<file path="src/dac_latch_pkg.sv">
// Purpose: shared constants and types for the serial converter latch
// Assumes: one 10 MHz system clock, link pins sampled as plain inputs
// Notes:   times are kept in their own unit and turned into cycles here
`default_nettype none
package dac_latch_pkg;
  localparam int unsigned WORD_W       = 16;        // sample width
  localparam int unsigned CNT_W        = 5;         // bit counter width
  localparam logic [4:0]  LAST_BIT     = 5'h10;     // sixteen bits taken
  localparam logic [15:0] MIDCODE      = 16'h0000;  // zero volts, two's c.
  localparam logic [15:0] CODE_POS_FS  = 16'h7fff;  // positive full scale
  localparam logic [15:0] CODE_NEG_FS  = 16'h8000;  // negative full scale
  localparam int unsigned CLK_HZ       = 10_000_000;
  localparam int unsigned UPDATE_NS    = 1000;      // update to output, 1 us
  // least time rounds up, never below one cycle
  localparam int unsigned UPDATE_CYC_I =
    (UPDATE_NS * (CLK_HZ / 1_000_000) + 999) / 1000;
  localparam logic [7:0]  UPDATE_CYC   =
    8'((UPDATE_CYC_I < 1) ? 1 : UPDATE_CYC_I);
  localparam int unsigned SYNC_N       = 3;         // pin synchroniser depth

  // link pins kept together
  typedef struct packed {
    logic select_n;        // chip select, active low
    logic bit_clk;         // serial bit clock
    logic serial_data_in;  // serial data
  } link_s;

  // frame sequencer states, one-hot
  typedef enum logic [2:0] {
    ST_IDLE  = 3'b001,     // deselected
    ST_SHIFT = 3'b010,     // taking bits
    ST_DONE  = 3'b100      // latched, ignore clocks until deselect
  } frame_e;
endpackage
`default_nettype wire

</file>
<file path="src/dac_input_latch.sv">
// Purpose: serial front end and converter latch of a 16-bit converter
// Assumes: link pins are asynchronous, sampled by clk
// Notes:   bit clock must stay well below clk/6 for edges to be seen
//
// Operation
// 16-bit two's complement word, MSB first
// received word goes into converter latch
// latch code drives output, two's complement
// host waits after select before clocking
// host keeps select high between frames
// host waits after last edge before reselecting
// output settles one microsecond after update
// shift data on rising edge while selected
// latch on falling edge after sixteenth
// early deselect discards partial word
// clear low at update loads midcode
// reset puts midcode into latch
`default_nettype none
module dac_input_latch
  import dac_latch_pkg::*;
(
  input  wire logic              clk,             // 10 MHz system clock
  input  wire logic              rst_n,           // async, active low
  input  wire logic              select_n,        // chip select pin
  input  wire logic              bit_clk,         // serial bit clock pin
  input  wire logic              serial_data_in,  // serial data pin
  input  wire logic              force_midcode_n, // clear pin, active low
  output logic [WORD_W-1:0]      latch_code,      // converter latch
  output logic                   latch_update,    // one-cycle load pulse
  output logic                   output_settled   // output has settled
);

  // three-stage synchronisers; stage 0 feeds only stage 1
  link_s      s0_r, s1_r, s2_r;
  logic       clr0_r, clr1_r, clr2_r;  // clear pin chain
  link_s      lnk_r;                   // debounced link view
  logic       clr_r;                   // debounced clear view
  frame_e     state_r;                 // frame sequencer
  logic [WORD_W-1:0] shift_r;          // input shift register
  logic [CNT_W-1:0]  cnt_r;            // rising edges counted
  logic [7:0]        settle_r;         // update-to-output counter

  // sample pins into the clock domain
  always_ff @(posedge clk or negedge rst_n) begin
    if (!rst_n) begin
      s0_r   <= '{select_n: 1'b1, bit_clk: 1'b0, serial_data_in: 1'b0};
      s1_r   <= '{select_n: 1'b1, bit_clk: 1'b0, serial_data_in: 1'b0};
      s2_r   <= '{select_n: 1'b1, bit_clk: 1'b0, serial_data_in: 1'b0};
      clr0_r <= 1'b1;
      clr1_r <= 1'b1;
      clr2_r <= 1'b1;
    end else begin
      s0_r   <= '{select_n: select_n, bit_clk: bit_clk,
                  serial_data_in: serial_data_in};
      s1_r   <= s0_r;
      s2_r   <= s1_r;
      clr0_r <= force_midcode_n;
      clr1_r <= clr0_r;
      clr2_r <= clr1_r;
    end
  end

  // a change counts only once stages 1 and 2 agree
  always_ff @(posedge clk or negedge rst_n) begin
    if (!rst_n) begin
      lnk_r <= '{select_n: 1'b1, bit_clk: 1'b0, serial_data_in: 1'b0};
      clr_r <= 1'b1;
    end else begin
      if (s1_r.select_n == s2_r.select_n)
        lnk_r.select_n <= s2_r.select_n;
      if (s1_r.bit_clk == s2_r.bit_clk)
        lnk_r.bit_clk <= s2_r.bit_clk;
      if (s1_r.serial_data_in == s2_r.serial_data_in)
        lnk_r.serial_data_in <= s2_r.serial_data_in;
      if (clr1_r == clr2_r)
        clr_r <= clr2_r;
    end
  end

  // edge detection on the filtered bit clock
  logic clk_prev_r;  // last filtered bit clock
  always_ff @(posedge clk or negedge rst_n) begin
    if (!rst_n)
      clk_prev_r <= 1'b0;
    else
      clk_prev_r <= lnk_r.bit_clk;
  end

  logic rise, fall, selected;
  assign rise     = lnk_r.bit_clk & ~clk_prev_r;
  assign fall     = ~lnk_r.bit_clk & clk_prev_r;
  assign selected = ~lnk_r.select_n;

  // data passes the same filter stages as the clock view, so sample the filtered data
  // taken with the clock; setup at the pin keeps it stable here
  logic load_now;    // falling edge after the sixteenth rise
  assign load_now = (state_r == ST_SHIFT) && selected && fall &&
                    (cnt_r == LAST_BIT);

  // frame sequencer
  always_ff @(posedge clk or negedge rst_n) begin
    if (!rst_n) begin
      state_r <= ST_IDLE;
    end else begin
      case (state_r)
        ST_IDLE:  if (selected) state_r <= ST_SHIFT;
        ST_SHIFT: begin
          if (!selected)
            state_r <= ST_IDLE;  // partial word dropped
          else if (load_now)
            state_r <= ST_DONE;
        end
        ST_DONE:  if (!selected) state_r <= ST_IDLE;  // clocks ignored
        default:  state_r <= ST_IDLE;
      endcase
    end
  end

  // shift register and bit count, MSB first
  always_ff @(posedge clk or negedge rst_n) begin
    if (!rst_n) begin
      shift_r <= '0;
      cnt_r   <= '0;
    end else if (state_r != ST_SHIFT || !selected) begin
      cnt_r   <= '0;  // deselect or idle restarts the count
    end else if (rise && cnt_r != LAST_BIT) begin
      shift_r <= {shift_r[WORD_W-2:0], lnk_r.serial_data_in};
      cnt_r   <= cnt_r + 5'h01;
    end
  end

  // converter latch; midcode at reset and on clear low at an update
  always_ff @(posedge clk or negedge rst_n) begin
    if (!rst_n) begin
      latch_code   <= MIDCODE;
      latch_update <= 1'b0;
    end else begin
      latch_update <= load_now;
      if (load_now)
        latch_code <= clr_r ? shift_r : MIDCODE;
    end
  end

  // output settle timer; a new update restarts the wait
  always_ff @(posedge clk or negedge rst_n) begin
    if (!rst_n) begin
      settle_r <= '0;
    end else if (load_now) begin
      settle_r <= UPDATE_CYC;
    end else if (settle_r != 8'h00) begin
      settle_r <= settle_r - 8'h01;
    end
  end
  assign output_settled = (settle_r == 8'h00);
endmodule
`default_nettype wire

</file>
<file path="config.mk">
export PLATFORM = sky130hd
export DESIGN_NAME = dac_input_latch
export DESIGN_NICKNAME = d
export VERILOG_FILES = /design/src/dac_latch_pkg.sv /design/src/dac_input_latch.sv
export SDC_FILE = /design/constraint.sdc
export NUM_CORES = 1
export LEC_CHECK = 0
export BUFFER_PORTS_ARGS = -buffer_cell sky130_fd_sc_hd__buf_2
export CAP_MARGIN = 10
export CELL_PAD_IN_SITES_DETAIL_PLACEMENT = 1
export CELL_PAD_IN_SITES_GLOBAL_PLACEMENT = 2
export CORE_AREA = 2 2 121 64
export DETAILED_ROUTE_END_ITERATION = 10
export DIE_AREA = 0 0 123 66
export GPL_TIMING_DRIVEN = 0
export PLACE_DENSITY_LB_ADDON = 0.2
export SLEW_MARGIN = 20
export SYNTH_ARGS = -nofsm -noshare
export SYNTH_HDL_FRONTEND = slang
export SYNTH_SLANG_ARGS = --single-unit
</file>
<file path="constraint.sdc">
create_clock -name clk -period 2.5 [get_ports clk]
set_input_delay 0 -clock clk [delete_from_list [all_inputs] [get_ports clk]]
set_output_delay 0 -clock clk [all_outputs]
set_load 0.1 [all_outputs]
</file>
==> flow_summary.html <==
<table>
<tr><th>Metric</th><th>Value</th></tr>
<tr><th colspan="2">Synthesis</th></tr>
<tr><td>Gate Count Post-Synth</td><td>221</td></tr>
<tr><td>Warnings from Yosys</td><td>0</td></tr>
<tr><td>Mean cell area of the mapped netlist</td><td>12.5 um^2</td></tr>
<tr><td>Share of the yosys chip area belonging to registers</td><td>0.601</td></tr>
<tr><td>Cell type contributing the most total cell area after synthesis</td><td>sky130_fd_sc_hd__dfrtp_1</td></tr>
<tr><td>Main area contributors after synthesis</td><td>sky130_fd_sc_hd__dfrtp_1, sky130_fd_sc_hd__dfstp_2, sky130_fd_sc_hd__mux2i_1</td></tr>
<tr><td>Main flop type after synthesis</td><td>sky130_fd_sc_hd__dfrtp_1</td></tr>
<tr><td>Share of the synthesized area in the top cell type</td><td>0.515</td></tr>
<tr><td>Nets in the synthesized netlist</td><td>230</td></tr>
<tr><td>Count of cell types in the netlist</td><td>39</td></tr>
<tr><td>Cell with the most instances after synthesis</td><td>sky130_fd_sc_hd__dfrtp_1</td></tr>
<tr><td>FF+latch count, synth</td><td>66</td></tr>
<tr><td>Asr flop ratio synth</td><td>1.00</td></tr>
<tr><td>Most instantiated cells after synthesis</td><td>sky130_fd_sc_hd__dfrtp_1, sky130_fd_sc_hd__inv_1, sky130_fd_sc_hd__nand2_1, sky130_fd_sc_hd__mux2i_1</td></tr>
<tr><td>Area of the mapped netlist</td><td>2770 um^2</td></tr>
<tr><td>Count of flip-flops with a built-in enable after synthesis</td><td>0</td></tr>
<tr><th colspan="2">Global routing</th></tr>
<tr><td>Tot GR Track Use</td><td>0.158</td></tr>
<tr><td>Maximum number of pins on one net before global-route repair</td><td>37</td></tr>
<tr><td>First-pass GRT wire length</td><td>9260 um</td></tr>
<tr><td>Antenna violations before repair</td><td>0</td></tr>
<tr><td>Total global routing overflow</td><td>0</td></tr>
<tr><td>Via count of the first global-routing pass</td><td>1785</td></tr>
<tr><th colspan="2">STA</th></tr>
<tr><td>Final setup TNS</td><td>0 ns</td></tr>
<tr><td>Relative slew slack</td><td>0.676</td></tr>
<tr><td>Worst-margin pin slew</td><td>0.490 ns</td></tr>
<tr><td>Number of endpoints failing setup at the final stage</td><td>0</td></tr>
<tr><td>Ratio of final minimum period to clock period</td><td>0.908</td></tr>
<tr><td>Shortest clock period the worst path allows after layout</td><td>2.27 ns</td></tr>
<tr><td>Minimum setup slack in the final design</td><td>0.230 ns</td></tr>
<tr><td>RSZ-0062 raised after global routing</td><td>no</td></tr>
<tr><td>Post-route worst hold slack</td><td>0.140 ns</td></tr>
<tr><td>Max-slew violation count</td><td>0</td></tr>
<tr><td>Fmax</td><td>0.441 GHz</td></tr>
<tr><td>Final Hold Vio Count</td><td>0</td></tr>
<tr><td>Post-route clock skew</td><td>0.00434 ns</td></tr>
<tr><th colspan="2">Routing</th></tr>
<tr><td>Total Routed Length</td><td>5400 um</td></tr>
<tr><td>Drt pass-1 iters</td><td>4</td></tr>
<tr><td>Post-detailed-route via-to-cell ratio</td><td>4.72</td></tr>
<tr><td>Antenna Nets Post-Route</td><td>0</td></tr>
<tr><td>DR WL/cell</td><td>14.9 um</td></tr>
<tr><td>Remaining DRCs</td><td>0</td></tr>
<tr><td>Via total after detailed routing</td><td>1710</td></tr>
<tr><td>Detailed Route Iter0 Violations</td><td>39</td></tr>
<tr><th colspan="2">Clock network</th></tr>
<tr><td>Num CTS Buffers</td><td>9</td></tr>
<tr><td>CTS HTree Levels</td><td>3</td></tr>
<tr><td>Register clock-pin slew on the reported worst setup and hold paths</td><td>0.05 ns</td></tr>
<tr><td>Source-to-sink clock delay at the later pin of the worst-skew pair</td><td>0.33 ns</td></tr>
<tr><td>Post-CTS Setup Bufs</td><td>0</td></tr>
<tr><td>Maximum buffer depth of the clock tree</td><td>2</td></tr>
<tr><td>CTS tree</td><td>built</td></tr>
<tr><td>Root Driver</td><td>sky130_fd_sc_hd__clkbuf_16</td></tr>
<tr><td>CTS sink cnt</td><td>66</td></tr>
<tr><th colspan="2">Die</th></tr>
<tr><td>Row count</td><td>22</td></tr>
<tr><td>Die Y</td><td>66 um</td></tr>
<tr><td>Area of the die</td><td>8120 um^2</td></tr>
<tr><td>Die X</td><td>123 um</td></tr>
<tr><td>Core Box Area</td><td>7100 um^2</td></tr>
<tr><td>Count of pins on the block boundary</td><td>24</td></tr>
<tr><td>Initial standard-cell utilization of the core</td><td>0.390</td></tr>
<tr><th colspan="2">Power and ir drop</th></tr>
<tr><td>Highest ir drop seen on vdd</td><td>0.369 mV</td></tr>
<tr><td>Power Total</td><td>2490 uW</td></tr>
<tr><td>Power per unit of standard cell area</td><td>740 nW/um^2</td></tr>
<tr><td>Leak Pwr</td><td>0.00150 uW</td></tr>
<tr><th colspan="2">Critical path</th></tr>
<tr><td>Critical path launch point</td><td>cnt_r[0]</td></tr>
<tr><td>Worst Path Class, Setup</td><td>flop to flop</td></tr>
<tr><td>CP endpoint</td><td>latch_code[11]</td></tr>
<tr><td>CP Capture Type</td><td>flop</td></tr>
<tr><td>Register-to-register setup slack</td><td>0.23 ns</td></tr>
<tr><td>Signal arrival time at the worst endpoint</td><td>2.52 ns</td></tr>
<tr><td>Worst reg2reg path startpoint</td><td>cnt_r[0]</td></tr>
<tr><td>Depth of the worst register-to-register path</td><td>8</td></tr>
<tr><td>Startpoint type of the worst setup path</td><td>flop</td></tr>
<tr><td>Worst flop-to-flop path endpoint</td><td>latch_code[11]</td></tr>
<tr><td>Worst Path Max Fanout</td><td>10</td></tr>
<tr><td>Required arrival time at the worst endpoint</td><td>2.75 ns</td></tr>
<tr><th colspan="2">Run status</th></tr>
<tr><td>Status</td><td>completed</td></tr>
<tr><th colspan="2">Cells and area</th></tr>
<tr><td>Post-synthesis to final-layout area growth</td><td>21.6%</td></tr>
<tr><td>Net total in the final layout</td><td>270</td></tr>
<tr><td>Final-layout fill cell count</td><td>776</td></tr>
<tr><td>Inserted Diodes</td><td>0</td></tr>
<tr><td>Ratio of cells with drive above 1 in the final layout</td><td>0.274</td></tr>
<tr><th colspan="2">Placement</th></tr>
<tr><td>Post-DP HPWL</td><td>3650 um</td></tr>
<tr><td>Post-placement worst setup slack</td><td>0.223 ns</td></tr>
<tr><td>Global placement routability congestion</td><td>0.772</td></tr>
<tr><td>Count of buffers from port buffering</td><td>23</td></tr>
<tr><th colspan="2">Run</th></tr>
<tr><td>Max-capacitance violation count</td><td>0</td></tr>
<tr><th colspan="2">Worst hold path</th></tr>
<tr><td>Class of the most critical hold timing path</td><td>input pin to async pin</td></tr>
</table>
state kept, by name (all words and copies together), names as in the netlist:
| name | flops |
|---|---|
| clk_prev_r | 1 |
| clr0_r | 1 |
| clr1_r | 1 |
| clr2_r | 1 |
| clr_r | 1 |
| cnt_r | 5 |
| latch_code | 16 |
| latch_update | 1 |
| lnk_r | 3 |
| s0_r | 3 |
| s1_r | 3 |
| s2_r | 3 |
| settle_r | 8 |
| shift_r | 16 |
| state_r | 3 |
cells in the final DEF, fill, tap and decap left out, types with 3 or more instances in the layout:
cell / count
sky130_fd_sc_hd__nor2b_1: 3
sky130_fd_sc_hd__o211ai_1: 3
sky130_fd_sc_hd__mux2_2: 6
sky130_fd_sc_hd__nor3_1: 4
sky130_fd_sc_hd__maj3_1: 4
sky130_fd_sc_hd__a21oi_1: 10
sky130_fd_sc_hd__mux2i_1: 16
sky130_fd_sc_hd__clkbuf_1: 6
sky130_fd_sc_hd__or3_1: 3
sky130_fd_sc_hd__or4_1: 3
sky130_fd_sc_hd__ha_1: 3
sky130_fd_sc_hd__dfstp_2: 9
sky130_fd_sc_hd__mux2_4: 10
sky130_fd_sc_hd__clkbuf_16: 9
sky130_fd_sc_hd__o21ai_0: 8
sky130_fd_sc_hd__dlygate4sd3_1: 5
sky130_fd_sc_hd__buf_4: 3
sky130_fd_sc_hd__nand2_1: 22
sky130_fd_sc_hd__inv_1: 23
sky130_fd_sc_hd__buf_2: 21
sky130_fd_sc_hd__dfrtp_1: 57
sky130_fd_sc_hd__clkinv_2: 4
power by group:
| part | internal (uW) | switching, uW |
|---|---|---|
| clock | 763 | 447 |
| sequential | 1120 | 38.3 |
| combinational | 59.5 | 64.1 |
| total | 1940 | 550 |
worst max-delay path, cell delays in order (launching register included):
cell and delay [ns]:
sky130_fd_sc_hd__dfrtp_1 0.41, sky130_fd_sc_hd__inv_1 0.09, sky130_fd_sc_hd__ha_1 0.17, sky130_fd_sc_hd__nor4bb_1 0.22, sky130_fd_sc_hd__clkbuf_1 0.34, sky130_fd_sc_hd__nand3b_1 0.25, sky130_fd_sc_hd__clkinv_1 0.20, sky130_fd_sc_hd__buf_4 0.26
sky130_fd_sc_hd__mux2i_1 0.23
how the worst min path moves through the flow:
stage                               start          end  slack (ns)
after floorplan                     rst_n   clk_prev_r       -0.30
after CTS                           rst_n  settle_r[4]        0.15
after global routing                rst_n  settle_r[4]        0.18
after detailed placement            rst_n  settle_r[4]       -0.03
final                               rst_n  settle_r[4]        0.14
after global placement    force_midcode_n       clr0_r        0.11
stage by stage:
stage          instance area, um^2  instances   util
2_1_floorplan                 2770        221      -
3_3_place_gp                  3010        340  0.423
3_5_place_dp                  3030        341  0.427
4_1_cts                       3370        362  0.474
5_1_grt                       3370        362  0.474
6_report                      3370        362  0.474
layer usage:
metal  wire length (um)  track usage
met5                  0            0
met4                 61       0.0724
met3                259       0.0681
met2               2090        0.209
met1               2980        0.222
area by class of cell:
| class | count | area, um^2 | share of cell area |
|---|---|---|---|
| Timing Repair Buffer | 29 | 190 | 0.0565 |
| Tap cell | 96 | 120 | 0.0357 |
| Inverter | 24 | 90.1 | 0.0267 |
| Clock inverter | 6 | 57.6 | 0.0171 |
| Multi-Input combinational cell | 122 | 953 | 0.283 |
| Clock buffer | 10 | 229 | 0.0680 |
| Buffer | 9 | 65.1 | 0.0193 |
| Sequential cell | 66 | 1660 | 0.494 |
kinds of logic after synthesis:
family                     synth area share
AOI/OAI and AO/OA                    0.0633
xor gates and xnor gates            0.00316
adders and majority gates            0.0280
buffers and inverters                0.0560
DFF                                   0.601
muxes                                 0.136
and+or+nand+nor                       0.113
what timing repair did:
action	in CTS	in global routing
gates resized for setup	0	1
hold endpoints to repair	65	0
endpoints found under the setup margin	0	1
hold buffers	5	0
Note: power is estimated with default switching activity, not from simulation.
